### src/vsm_consts.vh
// Constants for the sync monitor and rate 1/2 input alignment block
`ifndef VSM_CONSTS_VH
`define VSM_CONSTS_VH
`define VSM_CNT_W        8
`define VSM_WORD_W       3
`define VSM_BIT_PRESCALE 8'h00
`define VSM_NRM_PRESCALE 3'h7
`define VSM_NRM_W        3
`define VSM_NRM_RELOAD   3'h3
`define VSM_RST_PERIOD   8'hFE
`define VSM_RST_BUDGET   8'hF9
`define VSM_MODE_BIT     3
`define VSM_CTRL_W       8
`endif

### src/vsm_rate_monitor.v
// Normalization rate monitor with period and budget counters
`timescale 1ns/100ps
`include "vsm_consts.vh"
module vsm_rate_monitor (
  input  wire                    clk,
  input  wire                    reset,
  input  wire                    bit_done,
  input  wire                    norm_event,
  input  wire [`VSM_CNT_W-1:0]   period_load,
  input  wire [`VSM_CNT_W-1:0]   budget_load,
  output reg                     sync_lost_q,
  output reg                     sync_held_q
);
  reg [`VSM_CNT_W-1:0] pre_q;
  reg [`VSM_CNT_W-1:0] period_q;
  reg [`VSM_NRM_W-1:0] npre_q;
  reg [`VSM_CNT_W-1:0] budget_q;
  reg                  over_q;
  wire                 pre_wrap;
  wire                 period_end;
  wire                 npre_wrap;

  // Bit prescale by 256, normalization prescale by 8
  assign pre_wrap   = bit_done && (pre_q == 8'hFF);
  assign period_end = pre_wrap && (period_q == 8'hFF);
  assign npre_wrap  = norm_event && (npre_q == `VSM_NRM_PRESCALE);

  always @(posedge clk or posedge reset) begin
    if (reset) begin
      pre_q       <= `VSM_BIT_PRESCALE;
      period_q    <= `VSM_RST_PERIOD;
      npre_q      <= `VSM_NRM_RELOAD;
      budget_q    <= `VSM_RST_BUDGET;
      over_q      <= 1'b0;
      sync_lost_q <= 1'b0;
      sync_held_q <= 1'b1;
    end else begin
      if (bit_done) begin
        pre_q <= pre_q + 8'h01;
      end
      if (period_end) begin
        // Verdict for the period, then reload both counters
        sync_lost_q <= over_q || npre_wrap && (budget_q == 8'hFF);
        sync_held_q <= !(over_q || npre_wrap && (budget_q == 8'hFF));
        period_q    <= period_load;
        budget_q    <= budget_load;
        // Start at 3 so overflow lands on normalization (N-1)*8+5
        npre_q      <= `VSM_NRM_RELOAD;
        over_q      <= 1'b0;
      end else begin
        if (pre_wrap) begin
          // Counts up from the two's complement load
          period_q <= period_q + 8'h01;
        end
        if (norm_event) begin
          npre_q <= npre_q + 3'h1;
        end
        if (npre_wrap) begin
          if (budget_q == 8'hFF) begin
            over_q <= 1'b1;
          end
          budget_q <= budget_q + 8'h01;
        end
      end
    end
  end
endmodule // vsm_rate_monitor

### src/vsm_pair_align.v
// Rate 1/2 input alignment: parallel swap/invert and serial pairing
`timescale 1ns/100ps
`include "vsm_consts.vh"
module vsm_pair_align (
  input  wire                    clk,
  input  wire                    reset,
  input  wire                    in_clk_en,
  input  wire                    serial_mode,
  input  wire                    oqpsk_mode,
  input  wire                    step,
  input  wire                    use_marker,
  input  wire                    first_word_marker_n,
  input  wire [`VSM_WORD_W-1:0]  word0_in,
  input  wire [`VSM_WORD_W-1:0]  word1_in,
  output reg  [`VSM_WORD_W-1:0]  int_word0_q,
  output reg  [`VSM_WORD_W-1:0]  int_word1_q,
  output reg                     pair_valid_q,
  output reg                     alt_state_q
);
  reg [`VSM_WORD_W-1:0] w1_dly_q;
  reg [`VSM_WORD_W-1:0] held_q;
  reg                   phase_q;
  reg                   halt_q;
  wire [`VSM_WORD_W-1:0] w1_use;

  // Bitwise one's complement inversion of every bit of a soft word
  function [`VSM_WORD_W-1:0] vsm_invert;
    input [`VSM_WORD_W-1:0] w;
    begin
      vsm_invert = ~w;
    end
  endfunction

  assign w1_use = oqpsk_mode ? w1_dly_q : word1_in;

  always @(posedge clk or posedge reset) begin
    if (reset) begin
      int_word0_q  <= 3'h0;
      int_word1_q  <= 3'h0;
      pair_valid_q <= 1'b0;
      alt_state_q  <= 1'b0;
      w1_dly_q     <= 3'h0;
      held_q       <= 3'h0;
      phase_q      <= 1'b0;
      halt_q       <= 1'b0;
    end else begin
      pair_valid_q <= 1'b0;
      if (step && !serial_mode) begin
        alt_state_q <= ~alt_state_q;
      end
      if (step && serial_mode) begin
        halt_q <= 1'b1;
      end
      if (in_clk_en) begin
        w1_dly_q <= word1_in;
        if (!serial_mode) begin
          pair_valid_q <= 1'b1;
          if (alt_state_q) begin
            // Swap words and invert first input word
            int_word0_q <= w1_use;
            int_word1_q <= vsm_invert(word0_in);
          end else begin
            int_word0_q <= word0_in;
            int_word1_q <= word1_in;
          end
        end else if (use_marker) begin
          // Marker drives pairing directly
          if (!first_word_marker_n) begin
            held_q  <= word0_in;
            phase_q <= 1'b1;
          end else if (phase_q) begin
            int_word0_q  <= held_q;
            int_word1_q  <= word0_in;
            pair_valid_q <= 1'b1;
            phase_q      <= 1'b0;
          end
        end else if (halt_q || step) begin
          halt_q <= 1'b0; // One period stall slips pairing
        end else if (!phase_q) begin
          held_q  <= word0_in;
          phase_q <= 1'b1;
        end else begin
          // Pairing only, no phase correction
          int_word0_q  <= held_q;
          int_word1_q  <= word0_in;
          pair_valid_q <= 1'b1;
          phase_q      <= 1'b0;
        end
      end
    end
  end
endmodule // vsm_pair_align

### src/vsm_sync_front.v
// Decoder sync front end: data mode select, alignment and rate monitor
`timescale 1ns/100ps
`include "vsm_consts.vh"
module vsm_sync_front (
  input  wire                    clk,
  input  wire                    reset,
  input  wire [`VSM_CTRL_W-1:0]  enc_ctrl2,
  input  wire [`VSM_CTRL_W-1:0]  dec_ctrl2,
  input  wire [1:0]              enc_rate_sel,
  input  wire [1:0]              dec_rate_sel,
  input  wire                    serial_mode,
  input  wire                    oqpsk_mode,
  input  wire                    diff_enable,
  input  wire                    use_marker,
  input  wire [`VSM_CNT_W-1:0]   period_load,
  input  wire [`VSM_CNT_W-1:0]   budget_load,
  input  wire                    sync_step_request,
  input  wire                    norm_event,
  input  wire                    decoded_bit,
  input  wire                    decoded_bit_valid,
  input  wire                    decoder_input_clock,
  input  wire                    decoder_output_clock,
  input  wire                    decoder_reset,
  input  wire                    first_word_marker_n,
  input  wire [`VSM_WORD_W-1:0]  received_word_0,
  input  wire [`VSM_WORD_W-1:0]  received_word_1,
  input  wire                    periph_in_strobe,
  input  wire                    periph_out_strobe,
  input  wire                    periph_reset_strobe,
  input  wire [`VSM_WORD_W-1:0]  periph_word_0,
  input  wire [`VSM_WORD_W-1:0]  periph_word_1,
  output reg  [`VSM_WORD_W-1:0]  int_word0_q,
  output reg  [`VSM_WORD_W-1:0]  int_word1_q,
  output reg                     pair_valid_q,
  output reg                     alt_state_q,
  output reg                     out_strobe_q,
  output reg                     decoded_out_q,
  output reg  [1:0]              enc_rate_q,
  output reg  [1:0]              dec_rate_q,
  output reg                     periph_mode_q,
  output reg                     sync_lost_flag,
  output reg                     sync_held_flag
);
  wire                   periph;
  wire                   in_en;
  wire                   soft_reset;
  wire [`VSM_WORD_W-1:0] w0_sel;
  wire [`VSM_WORD_W-1:0] w1_sel;
  wire [`VSM_WORD_W-1:0] a_w0;
  wire [`VSM_WORD_W-1:0] a_w1;
  wire                   a_valid;
  wire                   a_alt;
  wire                   m_lost;
  wire                   m_held;
  reg                    dclk_q;
  reg                    oclk_q;
  reg                    diff_prev_q;
  reg                    blk_reset_q;

  // Peripheral only when both control words select it
  assign periph = enc_ctrl2[`VSM_MODE_BIT] && dec_ctrl2[`VSM_MODE_BIT];

  // Data, clocks and reset taken from strobes instead of pins
  assign in_en  = periph ? periph_in_strobe : (decoder_input_clock && !dclk_q);
  assign w0_sel = periph ? periph_word_0 : received_word_0;
  assign w1_sel = periph ? periph_word_1 : received_word_1;
  assign soft_reset = periph ? periph_reset_strobe : decoder_reset;

  always @(posedge clk or posedge reset) begin
    if (reset) begin
      dclk_q      <= 1'b0;
      oclk_q      <= 1'b0;
      blk_reset_q <= 1'b0;
    end else begin
      dclk_q      <= decoder_input_clock;
      oclk_q      <= decoder_output_clock;
      blk_reset_q <= soft_reset;
    end
  end

  vsm_pair_align u_align (
    .clk                 (clk),
    .reset               (reset),
    .in_clk_en           (in_en),
    .serial_mode         (serial_mode),
    .oqpsk_mode          (oqpsk_mode),
    .step                (sync_step_request),
    .use_marker          (use_marker),
    .first_word_marker_n (first_word_marker_n),
    .word0_in            (w0_sel),
    .word1_in            (w1_sel),
    .int_word0_q         (a_w0),
    .int_word1_q         (a_w1),
    .pair_valid_q        (a_valid),
    .alt_state_q         (a_alt)
  );

  vsm_rate_monitor u_mon (
    .clk         (clk),
    .reset       (reset),
    .bit_done    (decoded_bit_valid),
    .norm_event  (norm_event),
    .period_load (period_load),
    .budget_load (budget_load),
    .sync_lost_q (m_lost),
    .sync_held_q (m_held)
  );

  always @(posedge clk or posedge reset) begin
    if (reset) begin
      int_word0_q    <= 3'h0;
      int_word1_q    <= 3'h0;
      pair_valid_q   <= 1'b0;
      alt_state_q    <= 1'b0;
      out_strobe_q   <= 1'b0;
      decoded_out_q  <= 1'b0;
      diff_prev_q    <= 1'b0;
      enc_rate_q     <= 2'h0;
      dec_rate_q     <= 2'h0;
      periph_mode_q  <= 1'b0;
      sync_lost_flag <= 1'b0;
      sync_held_flag <= 1'b1;
    end else begin
      int_word0_q    <= a_w0;
      int_word1_q    <= a_w1;
      pair_valid_q   <= a_valid && !blk_reset_q;
      alt_state_q    <= a_alt;
      sync_lost_flag <= m_lost;
      sync_held_flag <= m_held;
      periph_mode_q  <= periph;
      enc_rate_q     <= enc_rate_sel;
      dec_rate_q     <= dec_rate_sel;
      out_strobe_q   <= periph ? periph_out_strobe : (decoder_output_clock && !oclk_q);
      if (blk_reset_q) begin
        diff_prev_q   <= 1'b0;
        decoded_out_q <= 1'b0;
      end else if (decoded_bit_valid) begin
        // Differential decode removes a whole-stream inversion
        diff_prev_q   <= decoded_bit;
        decoded_out_q <= diff_enable ? (decoded_bit ^ diff_prev_q) : decoded_bit;
      end
    end
  end
endmodule // vsm_sync_front

### config.mk
export PLATFORM = sky130hd
export DESIGN_NAME = vsm_sync_front
export DESIGN_NICKNAME = d
export VERILOG_FILES = /design/src/vsm_rate_monitor.v /design/src/vsm_pair_align.v /design/src/vsm_sync_front.v
export VERILOG_INCLUDE_DIRS = /design/src
export SDC_FILE = /design/constraint.sdc
export NUM_CORES = 1
export LEC_CHECK = 0
export ABC_AREA = 1
export ABC_CLOCK_PERIOD_IN_PS = 1800
export BUFFER_PORTS_ARGS = -buffer_cell sky130_fd_sc_hd__buf_2
export CAP_MARGIN = 20
export CELL_PAD_IN_SITES_DETAIL_PLACEMENT = 1
export CELL_PAD_IN_SITES_GLOBAL_PLACEMENT = 2
export CORE_MARGIN = 4
export CORE_UTILIZATION = 27
export CTS_CLUSTER_SIZE = 14
export DETAILED_ROUTE_END_ITERATION = 8
export GPL_TIMING_DRIVEN = 1
export PLACE_DENSITY = 0.83
export RECOVER_POWER = 100
export SYNTH_ARGS = -nofsm -noshare
export SYNTH_HDL_FRONTEND = slang
export SYNTH_SLANG_ARGS = --single-unit
### constraint.sdc
create_clock -name clk -period 1.8 [get_ports clk]
set_input_delay 0.09 -clock clk [delete_from_list [all_inputs] [get_ports clk]]
set_output_delay 0.09 -clock clk [all_outputs]
set_load 0.05 [all_outputs]
Word-level counts from Yosys, hierarchy flattened --
Cells that the tools add are included. Widths: inputs -> output; s select.
Operators by class: muxes and demuxes 51, bitwise gates (word level) 3, reductions and logical operators 26, equality and inequality tests 9, shifts and indexed selects 0, order comparisons 0, add/subtract/negate cells 4, $mul 0, divide/modulo/power cells 0
Operators by type and width (count):
- $mux 3 | 21
- $mux 8 | 4
- $mux 1 | 26
- $add 8x1->8 const B | 3
- $eq 8x8->1 const B | 3
- $logic_and 1x1->1 | 10
- $reduce_bool 2->1 | 5
- $ne 2x2->1 const B | 3
- $reduce_and 3->1 | 2
- $logic_not 1->1 | 5
- $reduce_and 5->1 | 1
- $add 3x1->3 const B | 1
- $eq 3x3->1 const B | 1
- $ne 3x2->1 const B | 1
- $ne 3x3->1 const B | 1
- $not 3->3 | 1
- $logic_or 1x1->1 | 2
- $reduce_and 2->1 | 1
- $not 1->1 | 1
- $xor 1x1->1 | 1
Storage, ports and cells: logic and storage cells 123, bits in latches 0, bits of input ports 65, ROM bits 0, memories 0, output and inout bits 17, memory bits (writable) 0, register bits 67

Longest topological paths before layout --
depth after elaboration 6, depth in mapped cells 10, mapped depth without buffers 10

Cells and area by module --
A second synthesis with hierarchy kept.
Unflattened totals: cells, all modules 402, area, all modules 3397.0 um^2
By module, submodules not included:
- vsm_rate_monitor | instances 1, cells each 221, sequential area each 770.7 um^2, area an instance 1803.0 um^2
- vsm_pair_align | instances 1, cells each 118, sequential area each 400.4 um^2, area an instance 888.4 um^2
- vsm_sync_front | instances 1, cells each 63, sequential area each 526.8 um^2, area an instance 705.7 um^2

Least setup slack after synthesis --
Ideal clock, no wire load.
kind register to register, start point register u_mon.period_q[1], end point register u_mon.period_q[0], arrival time 1.519 ns, required time 1.676 ns, cell stages (with the launch flop) 10, path buffers 1, library setup time 0.124 ns, clock period less this slack 1.643 ns, slack 0.157 ns, path through dfstp_2 ha_1 nand3_1 nor2_1 inv_2 nor2_8 nand2_4 buf_6 nand2_1 nand3_1
Between the ends: word-level cells in the longest chain between the ends 3, elaborated cells between the ends (all ways) 4, those cells by class 1 x eq/ne; 1 x mux; 2 x reduce/logical
Ends and longest elaborated chain:
- start, declared | RTL line vsm_rate_monitor.v:15 | reg [`VSM_CNT_W-1:0] period_q;
- start signal, assigned | RTL line vsm_rate_monitor.v:31 | period_q <= `VSM_RST_PERIOD;
- start signal, assigned | RTL line vsm_rate_monitor.v:45 | period_q <= period_load;
- start signal, assigned | RTL line vsm_rate_monitor.v:53 | period_q <= period_q + 8'h01;
- $eq 8x8->1 * | RTL line vsm_rate_monitor.v:25 | assign period_end = pre_wrap && (period_q == 8'hFF);
- $logic_and 1x1->1 * | RTL line vsm_rate_monitor.v:25
- $mux 8 / $reduce_bool 2->1 (equally long branches)
Mark *: on every way between the ends. The rest lies on a longest branch, timed or not. A chain may end at the register's enable or synchronous reset.

Final worst setup path --
start point register u_mon.period_q[1], end point register u_mon.budget_q[0]
Between the ends: word-level cells in the longest chain between the ends 3, elaborated cells between the ends (all ways) 4, those cells by class 1 x eq/ne; 1 x mux; 2 x reduce/logical
Ends and longest elaborated chain:
- $eq 8x8->1 * | RTL line vsm_rate_monitor.v:25
- $logic_and 1x1->1 * | RTL line vsm_rate_monitor.v:25
- $mux 8 / $reduce_bool 2->1 (equally long branches)
- end signal, assigned | RTL line vsm_rate_monitor.v:33 | budget_q <= `VSM_RST_BUDGET;
- end signal, assigned | RTL line vsm_rate_monitor.v:46 | budget_q <= budget_load;
- end signal, assigned | RTL line vsm_rate_monitor.v:62 | budget_q <= budget_q + 8'h01;
- end, declared | RTL line vsm_rate_monitor.v:17 | reg [`VSM_CNT_W-1:0] budget_q;
Marks and branches as above.

==> metrics.md <==
| Metric | Value |
|---|---|
| Status | `complete, no violations` |
| Hpwl dp | `6.47 mm` |
| Power Dens Cells | `1120 nW/um^2` |
| Die W | `119 um` |
| Longest Clk Path Bufs | `2` |
| Most frequent cells in the layout | `nand2_1, dfrtp_1, buf_2, nand3_1, inv_1` |
| Unrepaired setup endpoints after global routing | `false` |
| Slew HR | `a little under three fifths` |
| DRT Pass-1 Iters | `4` |
| Hold Fails Final Rpt | `0` |
| Die Y | `roughly 120 um` |
| # rows | `40` |
| Mapped Avg Cell Area | `7.97 sq um` |
| Warnings, synthesis | `0` |
| Period utilization | `91.4%` |
| Final-report setup violation count | `0` |
| Via density | `4.43` |
| Global-route wire length before repair | `around 15 mm` |
| Max-slew violations | `0` |
| Largest net degree at the start of global routing | `32` |
| H-tree depth | `3` |
| Lkg Pwr | `2.18 nW` |
| CP endpoint kind | `register` |
| Routability Congestion | `0.804` |
| FF-to-FF setup slack | `approximately 0.16 ns` |
| Area used by multi-input combinational logic | `roughly 1400 sq um` |
| Tightest Pin Transition | `0.675 ns` |
| Antenna cells | `0` |
| Initial Util | `between 20 and 30%` |
| WL final | `8.68 mm` |
| IO Pins | `between 80 and 90` |
| Mapped cell area | `3310 sq um` |
| Top cell type by total area after synthesis | `dfrtp_1` |
| Setup CP Type | `register to register` |
| Hold Crit Class | `input pin to register` |
| GRT Overall Usage | `13.2%` |
| Num CTS Buffers | `9` |
| Final nets | `slightly below 600` |
| Initial antenna violation count | `0` |
| Fill cells | `1503` |
| Highest clock rate | `slightly above 600 MHz` |
| Total congestion overflow | `0` |
| Port bufs | `67` |
| Clock insertion delay at the later pin of the skew report | `0.33 ns` |
| DRT iter0 DRCs | `67` |
| Die area | `14100 sq um` |
| Core Box Area | `12000 sq um` |
| Vias in the first global route | `about 3200` |
| Clk sinks | `67` |
| Mapped Cells | `just over 400` |
| Clk_skew | `0.00478 ns` |
| Layout cells sized above 1 | `18.8%` |
| Max-cap violation count | `0` |
| Mapped Nets | `~490` |
| Peak VDD IR | `0.368 mV` |
| WL/cell | `~13 um` |
| Post-DP Area | `3880 sq um` |
| Netlist cell types | `32` |
| Post-synth EDFFs | `0` |
| Required @ worst endpoint | `just over 2 ns` |
| Commonest non-fill, non-tap cell in the layout | `nand2_1` |
| Arrival @ worst endpoint | `1.92 ns` |
| Final instance area | `4290 sq um` |
| Worst Path Max Fanout | `3` |
| Area added between synthesis and finish | `29.8%` |
| Synth Flop Type | `dfrtp_1` |
| Cells taking the most area after synthesis | `dfrtp_1, nand2_1, dfstp_2` |
| Post-synth ARST share | `100%` |
| Via count | `2952` |
| Clock-pin slew on the worst setup and hold paths | `0.05 ns` |
| Routed Antenna Nets | `0` |
| Clock root buffer | `clkbuf_16` |
| CTS tree | `built` |
| Reg area | `1700 sq um` |
| Drc violations | `0` |
| Sequential share of the synthesized area | `51.3%` |
| CP startpoint kind | `register` |
| Flops & latches, synth | `67` |
| Yosys top cell area share | `37.8%` |
| Setup_tns | `0 ns` |
| Crit path time final | `between 1.5 and 2 ns` |
worst max-delay path, stage by stage (launching register included):
cell	delay, ns
dfstp_2	0.54
ha_1	0.18
nand3_1	0.13
nor2_2	0.14
inv_2	0.08
nor3_2	0.22
buf_4	0.17
nand2_1	0.04
nand2_1	0.05
inv_1	0.03
registers in the layout (all words and copies together) (netlist names), 3 cells and up:
name / count
int_word0_q: 3
int_word1_q: 3
u_align.held_q: 3
u_align.int_word0_q: 3
u_align.int_word1_q: 3
u_align.w1_dly_q: 3
u_mon.budget_q: 8
u_mon.npre_q: 3
u_mon.period_q: 8
u_mon.pre_q: 8
area by class of cell:
type | count | area share (%)
Inverter | 45 | 3.93
Clock buffer | 14 | 6.15
Multi-Input combinational cell | 297 | 32.7
Clock inverter | 2 | 0.233
Timing Repair Buffer | 95 | 13.1
Tap cell | 147 | 4.28
Sequential cell | 67 | 39.5
stage by stage:
stage	util (%)	hold WS [ns]	setup slack [ns]	std cells	power [mW]
6_report	35.8	0.0278	0.156	667	4.81
5_1_grt	35.8	0.0471	0.0156	667	5.13
4_1_cts	36.1	0.0156	0.113	667	4.92
3_5_place_dp	32.3	0.0834	0.121	633	3.21
3_3_place_gp	32.3	0.0792	0.154	633	3.17
2_1_floorplan	-	0.121	0.0550	415	2.86
logic make-up after synthesis:
kind of cell	count (synthesis)	synth area share, %
buffers and inverters	51	6.31
and+or+nand+nor	255	33.0
adders and majority gates	5	1.89
AOI/OAI and AO/OA	25	4.27
DFF	67	51.3
xor gates and xnor gates	12	3.18
routing by layer:
| layer | track usage (%) | wire length, um |
|---|---|---|
| met3 | 3.59 | 339 |
| met1 | 15.4 | 3810 |
| met4 | 6.01 | 238 |
| met5 | 0 | 0 |
| met2 | 22.6 | 4290 |
final timing paths:
| kind | to | from | cells after the start |
|---|---|---|---|
| setup / recovery | u_mon.budget_q[0] | u_mon.period_q[1] | 9 |
| hold / removal | u_mon.budget_q[0] | budget_load[0] | 5 |
| setup reg to reg | u_mon.budget_q[0] | u_mon.period_q[1] | 9 |
| hold reg to reg | sync_held_flag | u_mon.sync_held_q | 0 |
| max in group asynchronous | sync_held_flag | reset | 4 |
| min in group asynchronous | alt_state_q | reset | 3 |
where the power goes:
group          switching, mW  internal, mW
logic                  0.720         0.375
clock network          0.632          1.00
registers              0.221          1.85
cell usage after synthesis (2+ instances only):
master    count
dfrtp_1      50
o21ai_1       2
clkbuf_1      2
buf_2         2
a21oi_1       7
ha_1          5
xor2_1        8
buf_6         2
dfstp_2      17
nand3_1      46
nor2_1       37
nand2_1     159
xnor2_1       4
nand3b_1      2
inv_1        43
nand2_2       3
a31oi_1       3
o21ai_0       9
repair_timing:
action | in CTS | in global routing
setup buffers | 0 | 0
gates resized for setup | 0 | 2
endpoints found under the setup margin | 0 | 7
hold endpoints to repair | 30 | 0
hold buffers | 18 | 0
(Power assumes the default switching activity.)
